`src/design/tws_pkg.sv`:
```
// Package with shared constants and types of the two-wire slave flag block.
package tws_pkg;
    localparam logic [1:0] CMD_NONE     = 2'b00;
    localparam logic [1:0] CMD_RESPONSE = 2'b11;
    localparam logic [1:0] BUS_UNKNOWN  = 2'b00;
    localparam logic [1:0] BUS_IDLE     = 2'b01;
    localparam logic [1:0] BUS_OWNER    = 2'b10;
    localparam logic [1:0] BUS_BUSY     = 2'b11;
    localparam int         DATA_CLR_LAT = 1;
    localparam int         TMO_US       = 25;
    localparam int         CLK_MHZ      = 40;
    localparam int         TMO_CYCLES   = TMO_US * CLK_MHZ;
    localparam logic       INST_PRESENT = 1'b1;
    localparam logic       INST_ABSENT  = 1'b0;
    typedef enum logic [1:0] {
        TWS_IDLE = 2'b00,
        TWS_ADDR = 2'b01,
        TWS_DATA = 2'b10,
        TWS_DROP = 2'b11
    } tws_state_t;
endpackage

```
`src/design/tws_if.sv`:
```
// Interface that carries bus events from the front end to the flag logic.
`timescale 1ns/1ps
interface tws_if;
    logic start_det;
    logic rstart_det;
    logic stop_det;
    logic scl_low;
    logic timeout;
    logic [1:0] bus_state;
    modport front (output start_det, rstart_det, stop_det, scl_low, timeout, bus_state);
    modport core  (input  start_det, rstart_det, stop_det, scl_low, timeout, bus_state);
endinterface

```
`src/design/tws_top.sv`:
```
// Two-wire slave flag and clock-hold logic of the usable serial instance.
`timescale 1ns/1ps
// Notes on behaviour
// - The transmit-collision flag clears on a plain START but survives a repeated START.
// - A stop/address flag clear in the cycle of an address set leaves the clock hold on and SCL held.
// - A timeout in the same cycle as a detected START drops that transaction.
// - The data flag clears one cycle after the response command 0b11, so a read right after shows it set.
// - Only the first instance is present; the second reports itself absent.
//
// The block keeps the slave-side flags and the SCL clock hold of the usable serial instance.
// The front end turns the pin levels into START, repeated START, STOP and timeout events.
// The flag logic here reproduces the known flaws of this revision on purpose, so that
// software written against it meets the same hazards as on silicon.
// There is no register bus: every control and status bit is a plain port.
// A write-one clear arrives as a one-cycle pulse on its own port.
module tws_top #(
    parameter int TMO_CYCLES = tws_pkg::TMO_CYCLES
) (
    input  wire logic       core_clk,
    input  wire logic       rst_n,
    input  wire logic       scl_in,
    input  wire logic       sda_in,
    output logic            scl_out,
    output logic            scl_oe_n,
    input  wire logic       timeout_en,
    input  wire logic       addr_match,
    input  wire logic       data_event,
    input  wire logic       tx_collision,
    input  wire logic [1:0] slave_cmd,
    input  wire logic       slave_cmd_wr,
    input  wire logic       stop_addr_clr,
    input  wire logic       tx_coll_clr,
    output logic            stop_addr_irq_flag,
    output logic            data_irq_flag,
    output logic            tx_coll_flag,
    output logic            clock_stretch_hold,
    output logic [1:0]      bus_state_field,
    output logic            drop_event,
    output logic            first_serial_instance,
    output logic            second_serial_instance
);
    tws_if ev ();
    tws_front #(
        .TMO_CYCLES (TMO_CYCLES)
    ) u_front (
        .core_clk   (core_clk),
        .rst_n      (rst_n),
        .scl_in     (scl_in),
        .sda_in     (sda_in),
        .timeout_en (timeout_en),
        .ev         (ev)
    );

    ////////////////////////////////////////////////////////////////////////////
    // The front end refuses the same values; checking here too raises the same message from the top.
    if (TMO_CYCLES < 1) begin : g_bad_tmo
        $error("timeout count must be at least one");
    end

    tws_pkg::tws_state_t state_reg;
    tws_pkg::tws_state_t state_next;
    logic                stop_addr_reg;
    logic                data_flag_reg;
    logic                txc_reg;
    logic                hold_reg;
    logic                lock_reg;
    logic                data_clr_reg;
    logic                drop_reg;
    logic                addr_set;
    logic                lock_hit;
    logic                resp_cmd;
    logic                drop_hit;

    // An address only counts inside a live transaction.
    assign addr_set = addr_match && (state_reg == tws_pkg::TWS_ADDR);
    assign lock_hit = addr_set && stop_addr_clr;
    assign resp_cmd = slave_cmd_wr && (slave_cmd == tws_pkg::CMD_RESPONSE);
    // A timeout only fires on a busy bus, so the START that meets it is always a
    // repeated one; a plain START can never land on the timeout cycle.
    assign drop_hit = (ev.start_det || ev.rstart_det) && ev.timeout;

    ////////////////////////////////////////////////////////////////////////////
    // Transaction tracking; a START that meets a timeout is dropped.
    // The drop state waits for the bus to end the lost transaction by a STOP or a plain START.
    always_comb begin
        state_next = state_reg;
        unique case (state_reg)
            tws_pkg::TWS_IDLE: begin
                if (drop_hit) begin
                    state_next = tws_pkg::TWS_DROP;
                end else if (ev.start_det) begin
                    state_next = tws_pkg::TWS_ADDR;
                end
            end
            tws_pkg::TWS_ADDR: begin
                if (drop_hit) begin
                    state_next = tws_pkg::TWS_DROP;
                end else if (ev.stop_det || ev.timeout) begin
                    state_next = tws_pkg::TWS_IDLE;
                end else if (addr_match) begin
                    state_next = tws_pkg::TWS_DATA;
                end
            end
            tws_pkg::TWS_DATA: begin
                if (drop_hit) begin
                    state_next = tws_pkg::TWS_DROP;
                end else if (ev.stop_det || ev.timeout) begin
                    state_next = tws_pkg::TWS_IDLE;
                end else if (ev.rstart_det) begin
                    state_next = tws_pkg::TWS_ADDR;
                end
            end
            tws_pkg::TWS_DROP: begin
                if (ev.stop_det || ev.start_det) begin
                    state_next = tws_pkg::TWS_IDLE;
                end
            end
        endcase
    end

    // State register of the transaction tracker.
    always_ff @(posedge core_clk or negedge rst_n) begin
        if (!rst_n) begin
            state_reg <= tws_pkg::TWS_IDLE;
        end else begin
            state_reg <= state_next;
        end
    end

    ////////////////////////////////////////////////////////////////////////////
    // Stop/address flag: hardware set wins over the write-one clear.
    // A STOP only raises it when a transaction was live, so an idle STOP stays quiet.
    always_ff @(posedge core_clk or negedge rst_n) begin
        if (!rst_n) begin
            stop_addr_reg <= 1'b0;
        end else if (addr_set || (ev.stop_det && state_reg != tws_pkg::TWS_IDLE)) begin
            stop_addr_reg <= 1'b1;
        end else if (stop_addr_clr) begin
            stop_addr_reg <= 1'b0;
        end
    end

    // Lock memory: a clear that met an address set leaves the hold stuck.
    // Only a response command or a STOP frees it, as on the flawed silicon.
    always_ff @(posedge core_clk or negedge rst_n) begin
        if (!rst_n) begin
            lock_reg <= 1'b0;
        end else if (lock_hit) begin
            lock_reg <= 1'b1;
        end else if (resp_cmd || ev.stop_det) begin
            lock_reg <= 1'b0;
        end
    end

    // Clock hold sets on address match and releases on clear, response or STOP.
    // The coincident clear is swallowed, so SCL stays low: the lock is kept on purpose,
    // and later clears cannot free it while the lock memory is set.
    always_ff @(posedge core_clk or negedge rst_n) begin
        if (!rst_n) begin
            hold_reg <= 1'b0;
        end else if (addr_set || lock_hit) begin
            hold_reg <= 1'b1;
        end else if ((stop_addr_clr && stop_addr_reg && !lock_reg) || resp_cmd || ev.stop_det) begin
            hold_reg <= 1'b0;
        end
    end

    ////////////////////////////////////////////////////////////////////////////
    // The response command clears the data flag one cycle late.
    // A read in the cycle right after the command therefore still sees the flag set.
    always_ff @(posedge core_clk or negedge rst_n) begin
        if (!rst_n) begin
            data_clr_reg <= 1'b0;
        end else begin
            data_clr_reg <= resp_cmd;
        end
    end

    // Data flag: a new data event wins over the delayed clear.
    always_ff @(posedge core_clk or negedge rst_n) begin
        if (!rst_n) begin
            data_flag_reg <= 1'b0;
        end else if (data_event && state_reg == tws_pkg::TWS_DATA) begin
            data_flag_reg <= 1'b1;
        end else if (data_clr_reg) begin
            data_flag_reg <= 1'b0;
        end
    end

    // Collision flag: only plain START clears it in hardware.
    // Software must clear it after a repeated START, because hardware leaves it standing.
    always_ff @(posedge core_clk or negedge rst_n) begin
        if (!rst_n) begin
            txc_reg <= 1'b0;
        end else if (tx_collision) begin
            txc_reg <= 1'b1;
        end else if (ev.start_det || tx_coll_clr) begin
            txc_reg <= 1'b0;
        end
    end

    // One-cycle pulse when a transaction is dropped.
    always_ff @(posedge core_clk or negedge rst_n) begin
        if (!rst_n) begin
            drop_reg <= 1'b0;
        end else begin
            drop_reg <= drop_hit;
        end
    end

    ////////////////////////////////////////////////////////////////////////////
    // SCL is open drain: low enable means drive low while holding.
    // The data level is fixed low; only the enable says whether the pin is pulled.
    assign scl_out                = 1'b0;
    assign scl_oe_n               = ~hold_reg;
    // Status levels come straight from their flip-flops.
    assign stop_addr_irq_flag     = stop_addr_reg;
    assign data_irq_flag          = data_flag_reg;
    assign tx_coll_flag           = txc_reg;
    assign clock_stretch_hold     = hold_reg;
    assign bus_state_field        = ev.bus_state;
    assign drop_event             = drop_reg;
    // Presence of the two instances is fixed in this revision.
    assign first_serial_instance  = tws_pkg::INST_PRESENT;
    assign second_serial_instance = tws_pkg::INST_ABSENT;
endmodule

```
`src/design/tws_front.sv`:
```
// Bus front end: START, repeated START and STOP detection, bus state and timeout.
`timescale 1ns/1ps
module tws_front #(
    parameter int TMO_CYCLES = tws_pkg::TMO_CYCLES
) (
    input  wire logic core_clk,
    input  wire logic rst_n,
    input  wire logic scl_in,
    input  wire logic sda_in,
    input  wire logic timeout_en,
    tws_if.front      ev
);
    localparam int CW = $clog2(TMO_CYCLES + 1);
    // Refuse a timeout count that the counter cannot serve.
    if (TMO_CYCLES < 1) begin : g_bad_tmo
        $error("timeout count must be at least one");
    end
    logic          scl_reg;
    logic          sda_reg;
    logic          busy_reg;
    logic [1:0]    state_reg;
    logic [CW-1:0] cnt_reg;
    logic          start_c;
    logic          stop_c;
    // Edges of SDA while SCL is high mark START and STOP.
    assign start_c = scl_reg & scl_in & sda_reg & ~sda_in;
    assign stop_c  = scl_reg & scl_in & ~sda_reg & sda_in;
    assign ev.start_det  = start_c & ~busy_reg;
    assign ev.rstart_det = start_c & busy_reg;
    assign ev.stop_det   = stop_c;
    assign ev.scl_low    = ~scl_in;
    assign ev.bus_state  = state_reg;
    assign ev.timeout    = timeout_en && busy_reg && (cnt_reg == CW'(TMO_CYCLES - 1));
    // Sample previous pin levels for edge detection.
    always_ff @(posedge core_clk or negedge rst_n) begin
        if (!rst_n) begin
            scl_reg <= 1'b1;
            sda_reg <= 1'b1;
        end else begin
            scl_reg <= scl_in;
            sda_reg <= sda_in;
        end
    end
    // Busy tracking; the bus starts unknown until a START shows it busy or a STOP shows it idle.
    always_ff @(posedge core_clk or negedge rst_n) begin
        if (!rst_n) begin
            busy_reg  <= 1'b0;
            state_reg <= tws_pkg::BUS_UNKNOWN;
        end else if (start_c) begin
            busy_reg  <= 1'b1;
            state_reg <= tws_pkg::BUS_BUSY;
        end else if (stop_c || ev.timeout) begin
            busy_reg  <= 1'b0;
            state_reg <= tws_pkg::BUS_IDLE;
        end
    end
    // Timeout counts cycles of SCL high while busy; any SCL low restarts it.
    always_ff @(posedge core_clk or negedge rst_n) begin
        if (!rst_n) begin
            cnt_reg <= '0;
        end else if (!busy_reg || !scl_in || ev.timeout) begin
            cnt_reg <= '0;
        end else begin
            cnt_reg <= cnt_reg + CW'(1);
        end
    end
endmodule

```
`config.mk`:
```
export PLATFORM = sky130hd
export DESIGN_NAME = tws_top
export DESIGN_NICKNAME = d
export VERILOG_FILES = /design/src/design/tws_pkg.sv /design/src/design/tws_if.sv /design/src/design/tws_top.sv /design/src/design/tws_front.sv
export SDC_FILE = /design/constraint.sdc
export NUM_CORES = 1
export LEC_CHECK = 0
export BUFFER_PORTS_ARGS = -buffer_cell sky130_fd_sc_hd__buf_4
export CAP_MARGIN = 20
export CELL_PAD_IN_SITES_DETAIL_PLACEMENT = 1
export CELL_PAD_IN_SITES_GLOBAL_PLACEMENT = 2
export CORE_AREA = 3 3 68 70
export CTS_BUF_LIST = sky130_fd_sc_hd__clkbuf_8
export CTS_CLUSTER_DIAMETER = 150
export DETAILED_ROUTE_END_ITERATION = 10
export DIE_AREA = 0 0 71 73
export PLACE_DENSITY = 0.75
export SLEW_MARGIN = 30
export SYNTH_ARGS = -nofsm -noshare
export SYNTH_HDL_FRONTEND = slang
export SYNTH_SLANG_ARGS = --single-unit
```
`constraint.sdc`:
```
create_clock -name core_clk -period 4.5 [get_ports core_clk]
set_clock_uncertainty 0.05 [all_clocks]
set_input_delay 0.9 -clock core_clk [delete_from_list [all_inputs] [get_ports core_clk]]
set_output_delay 0.9 -clock core_clk [all_outputs]
set_load 0.03 [all_outputs]
```
# After elaboration in Yosys (flattened, before gate mapping)
# Cells that the tools add are included.
[classes]
add_sub_neg = 1
eq_ne = 9
mux = 25
bitwise_logic = 11
reduce_logical = 33
[ops]
columns = ["operator", "count"]
rows = [
  ["2-bit two-way mux", 11],
  ["2-bit nonzero test", 7],
  ["1-bit two-way mux", 12],
  ["1-bit logical OR", 11],
  ["10-bit by 1-bit adder with 10-bit output (second input constant)", 1],
  ["10-bit == test (second input constant)", 1],
  ["1-bit logical AND", 10],
  ["10-bit two-way mux", 1],
  ["2-bit one-hot mux with 4 select lines", 1],
  ["1-bit AND", 7],
  ["2-bit == test (second input constant)", 3],
  ["4-bit by 3-bit inequality test with 1-bit output (second input constant)", 1],
  ["4-bit inequality test (second input constant)", 1],
  ["1-bit NOT", 4],
  ["4-bit AND reduction", 1],
  ["1-bit zero test", 3],
  ["3-bit inequality test (second input constant)", 1],
  ["2-bit by 1-bit == test with 1-bit output (second input constant)", 1],
  ["2-bit zero test", 1],
  ["2-bit inequality test (second input constant)", 1],
]
[word_totals]
regBits = 24
wordCells = 92

# Longest topological paths before layout
[logic_depth]
ltp_word = 8
depth_mapped = 6
mapped_depth_nobuf = 6

# Modules after synthesis
# From an unflattened synthesis, not the netlist that was laid out.
[unflattened]
cells_unflattened = 119
area_unflattened_um2 = 1152.4
[modules_own_cells]
columns = ["module", "instances", "cells_each", "area_each_um2"]
rows = [
  ["tws_front", 1, 68, 661.9],
  ["tws_top", 1, 51, 490.5],
]

# Least setup slack after synthesis
# Ideal clock, no wire load.
[synth_path]
path_kind = "input to register"
startpoint = "input port timeout_en"
endpoint = "register state_reg[0]"
setup_ns = 0.079
arrival_time_ns = 1.876
slack_ns = 2.495
path_stages = 5
path_buffers = 0
path_cell_list = "and4bb_1 and4_4 a2111o_1 o211ai_2 mux2i_1"
[synth_between]
elab_chain_len = 6
elab_cells_between_ends = 14
[synth_rtl]
columns = ["item", "line_no", "rtl"]
rows = [
  ["start: declaration", "tws_top.sv:25", "input wire logic timeout_en,"],
  ["1-bit logical AND * (2 in a row)", "tws_front.sv:33", "assign ev.timeout = timeout_en && busy_reg && (cnt_reg == CW'(TMO_CYCLES - 1));"],
  ["1-bit logical OR", "tws_top.sv:98, tws_top.sv:107", ""],
  ["2-bit two-way mux, on equally long branches", "tws_top.sv:107, tws_top.sv:98", ""],
  ["2-bit two-way mux, on equally long branches", "tws_top.sv:105, tws_top.sv:96", ""],
  ["2-bit one-hot mux with 4 select lines", "tws_top.sv:87", "unique case (state_reg)"],
  ["end signal: assignment", "tws_top.sv:124", "state_reg <= tws_pkg::TWS_IDLE;"],
  ["end signal: assignment", "tws_top.sv:126", "state_reg <= state_next;"],
  ["end: declaration", "tws_top.sv:60", "tws_pkg::tws_state_t state_reg;"],
]
# Every way passes the cells marked *; elsewhere a longest branch is shown, timed or not.
# A chain may end at the register's enable or synchronous reset.

# Worst setup path after layout
[layout_path]
startpoint = "input port sda_in"
endpoint = "register state_reg[1]"
[layout_between]
elab_chain_len = 7
elab_cells_between_ends = 20
[layout_rtl]
columns = ["item", "line_no", "rtl"]
rows = [
  ["start: declaration", "tws_top.sv:22", "input wire logic sda_in,"],
  ["1-bit NOT", "tws_front.sv:26", "assign start_c = scl_reg & scl_in & sda_reg & ~sda_in;"],
  ["1-bit AND", "tws_front.sv:26", ""],
  ["1-bit AND, on equally long branches", "tws_front.sv:28, tws_front.sv:29", ""],
  ["1-bit logical OR", "tws_top.sv:80", "assign drop_hit = (ev.start_det || ev.rstart_det) && ev.timeout;"],
  ["1-bit logical AND", "tws_top.sv:80", ""],
  ["4-bit inequality test (no line), or another cell as far along", "-", ""],
  ["4-bit AND reduction (no line) or 2-bit one-hot mux with 4 select lines (tied branches)", "-", ""],
]
# Several ways; a longest one is shown, not always the timed one.

==> flow_metrics.py <==
metrics = {
    "synthesis": {
        "synth-async-reset-ratio_pct": 100.0,
        "ys_top_cells_by_count": "dfrtp_1 (21), nor2_1 (16), nand2_1 (9)",
        "synthTopCellsByArea": "dfrtp_1 (44%), nor2_1 (5.0%), dfstp_2 (4.4%)",
        "synth_edf_count": 0,
        "ys_ff_latch": 23,
        "yosys_warnings": 0,
        "synth_top_area_cell": "dfrtp_1",
        "yosysTopAreaCellShare_pct": 43.84,
        "syn_avg_cell_area_um2": 10.07,
        "synth.distinct_cells": 42,
        "yosysSeqAreaShare_pct": 48.23,
        "syn_area_um2": 1199,
        "synth_ff_type": "dfrtp_1",
        "yosysMostFrequentCell": "dfrtp_1",
        "syn_inst": 119,
    },
    "status": {
        "status": "finished clean",
    },
    "floorplanning": {
        "io_pins": 24,
        "die_area_um2": 5183,
        "die_h_um": 73,
        "num_rows": 23,
        "start_util_pct": 29.75,
        "coreArea_um2": 4029,
        "die_w_um": 71,
    },
    "worst_setup_path": {
        "crit_cells": 6,
        "cp_max_fo": 9,
        "slowest_delay_ps": 380,
        "cpMaxStageDelayCell": "a2111oi_2",
        "path_buf_inv": 1,
        "crit_chain": "buf_4 > nor2b_1 > nand3_1 > a2111oi_2 > a31oi_1 > o21ai_1",
        "critPathKind": "primary input to flop",
        "required_ps": 4640,
        "r2r.worst_path.cells": 6,
        "endpoint": "state_reg[1]$_DFFE_PN0P_",
        "r2r_setup_slack_ps": 2640,
        "cp-startpoint": "sda_in",
        "critical_path.reg2reg.endpoint": "state_reg[0]$_DFFE_PN0P_",
        "end_kind": "flop",
        "crit_family": "compound AO/OA/AOI/OAI gates",
        "crit_path_start_kind": "primary input",
        "arrival_ps": 2100,
        "crit-reg2reg-launch": "u_front.cnt_reg[0]$_DFF_PN0_",
    },
    "cells_and_area": {
        "fillCellCount": 489,
        "multi_input_area_um2": 554.3,
        "drive_gt1_share_pct": 21.74,
        "fin_nets": 153,
        "largest_reg_flops": 10,
        "regArea_um2": 578.1,
        "diodes": 0,
        "syn_to_final_growth_pct": 18.48,
        "final_area_um2": 1420,
    },
    "timing": {
        "final_max_slew_viol_count": 0,
        "holdWs_ps": 385.8,
        "setup_viol": 0,
        "setup_tns_ps": 0,
        "fmax_ghz": 0.5103,
        "hold_viol": 0,
        "period_share_pct": 43.55,
        "period_needed_ps": 1960,
        "rsz0062_at_grt": "false",
    },
    "global_routing": {
        "top_usage_layer": "met2",
        "use_met2_pct": 19.88,
        "grt.met3_usage_pct": 3.030,
        "grt_overflow": 0,
        "grt_use_met1_pct": 12.03,
        "grt_pass1_wl_mm": 4.443,
        "antenna_found_initial": 0,
        "grt.total_usage_pct": 10.59,
        "grt_pass1_vias": 988,
        "grt_max_degree": 24,
    },
    "cts": {
        "numCtsBuffers": 3,
        "clockBufferDepth": 2,
        "tritoncts": "built",
        "root_buffer": "clkbuf_8",
        "cts_hold_buf": 0,
        "cts.htree.levels": 1,
        "cts_resized": 0,
        "cts_setup_buffers": 0,
        "worstSkewPairLatency_ps": 260,
        "cts_sinks": 23,
        "clk_pin_slew_ps": 80,
    },
    "pwr": {
        "leakage_nw": 0.6508,
        "vdd_drop_max_v": 0.0001565,
        "powerDensity_nw_per_um2": 442.1,
    },
    "drt": {
        "vias": 927,
        "drc_errors": 0,
        "routed_via_density": 4.931,
        "first_pass_iters": 4,
        "drt_iter0_markers": 38,
        "antenna_left": 0,
        "wl_mm": 2.569,
        "routedWlPerCell_um": 13.66,
    },
    "place": {
        "io_buffers": 20,
        "gp_congestion": 0.8109,
        "post_dp_cell_area_um2": 1375,
        "hpwl_mm": 1.982,
    },
    "hold_path": {
        "hp-class": "flop to flop",
    },
    "job": {
        "max-cap-violations": 0,
    },
}
[cell families (layout without fill, tap and decap cells)]
family,after synthesis,after routing,share of synthesized area (%)
other,2,3,0.6265
DFF,23,23,48.23
muxes,1,1,0.8351
xor gates and xnor gates,9,9,6.577
AOI/OAI and AO/OA,21,21,14.82
and+or+nand+nor,48,48,22.03
adders and majority gates,1,1,1.044
buffers and inverters,14,32,5.846
[cell usage in the layout, fill, tap and decap left out, types with 2 or more instances in the layout]
| cell type | count |
|---|---|
| dfrtp_1 | 21 |
| buf_4 | 20 |
| nor2_1 | 16 |
| nand2_1 | 9 |
| inv_1 | 9 |
| xnor2_1 | 6 |
| nand3_1 | 5 |
| nor2b_1 | 5 |
| and3_1 | 3 |
| xor2_1 | 3 |
| a21oi_1 | 3 |
| conb_1 | 3 |
| clkbuf_8 | 3 |
| o21ai_0 | 2 |
| a32o_1 | 2 |
| dfstp_2 | 2 |
[area by class of cell]
cell class | instances | area share, %
sequential | 23 | 40.70
clock inverter | 1 | 0.2643
inverter | 8 | 2.115
multi-input combinational | 83 | 39.03
clock buffer | 3 | 2.907
timing repair buffer | 20 | 10.57
tap | 50 | 4.405
[where the power goes]
group	leakage [nW]	internal (mW)	switching, mW	total (mW)
Sequential	0.289	0.240	0.0440	0.284
Clock	0.0269	0.0608	0.0641	0.125
Combinational	0.335	0.0934	0.126	0.219
[routing by layer]
| metal | vias to the layer above | part of all wire, % |
|---|---|---|
| li1 | 446 | - |
| met1 | 464 | 44 |
| met2 | 15 | 52 |
| met3 | 2 | 3.7 |
| met4 | 0 | 0.47 |
| met5 | - | 0 |
[worst min-delay path by stage]
stage,start,to,slack [ps],cells past startpoint
global route,data_clr_reg$_DFF_PN0_,data_irq_flag$_DFFE_PN0P_,420,1
global placement,data_clr_reg$_DFF_PN0_,data_irq_flag$_DFFE_PN0P_,370,1
detailed placement,data_clr_reg$_DFF_PN0_,data_irq_flag$_DFFE_PN0P_,380,1
floorplan,data_clr_reg$_DFF_PN0_,data_irq_flag$_DFFE_PN0P_,360,1
CTS,data_clr_reg$_DFF_PN0_,data_irq_flag$_DFFE_PN0P_,390,1
finish,data_clr_reg$_DFF_PN0_,data_irq_flag$_DFFE_PN0P_,390,1
[per-stage QoR]
| stage | instances | utilization, % | worst slack, ps | power [mW] |
|---|---|---|---|---|
| 2_1_floorplan | 120 | - | 2495 | 0.4400 |
| 3_3_place_gp | 184 | 34.13 | 2251 | 0.5042 |
| 3_5_place_dp | 184 | 34.13 | 2264 | 0.5082 |
| 4_1_cts | 188 | 35.25 | 2544 | 0.6385 |
| 5_1_grt | 188 | 35.25 | 2387 | 0.6752 |
| 6_report | 188 | 35.25 | 2540 | 0.6279 |
(Power assumes the default switching activity.)
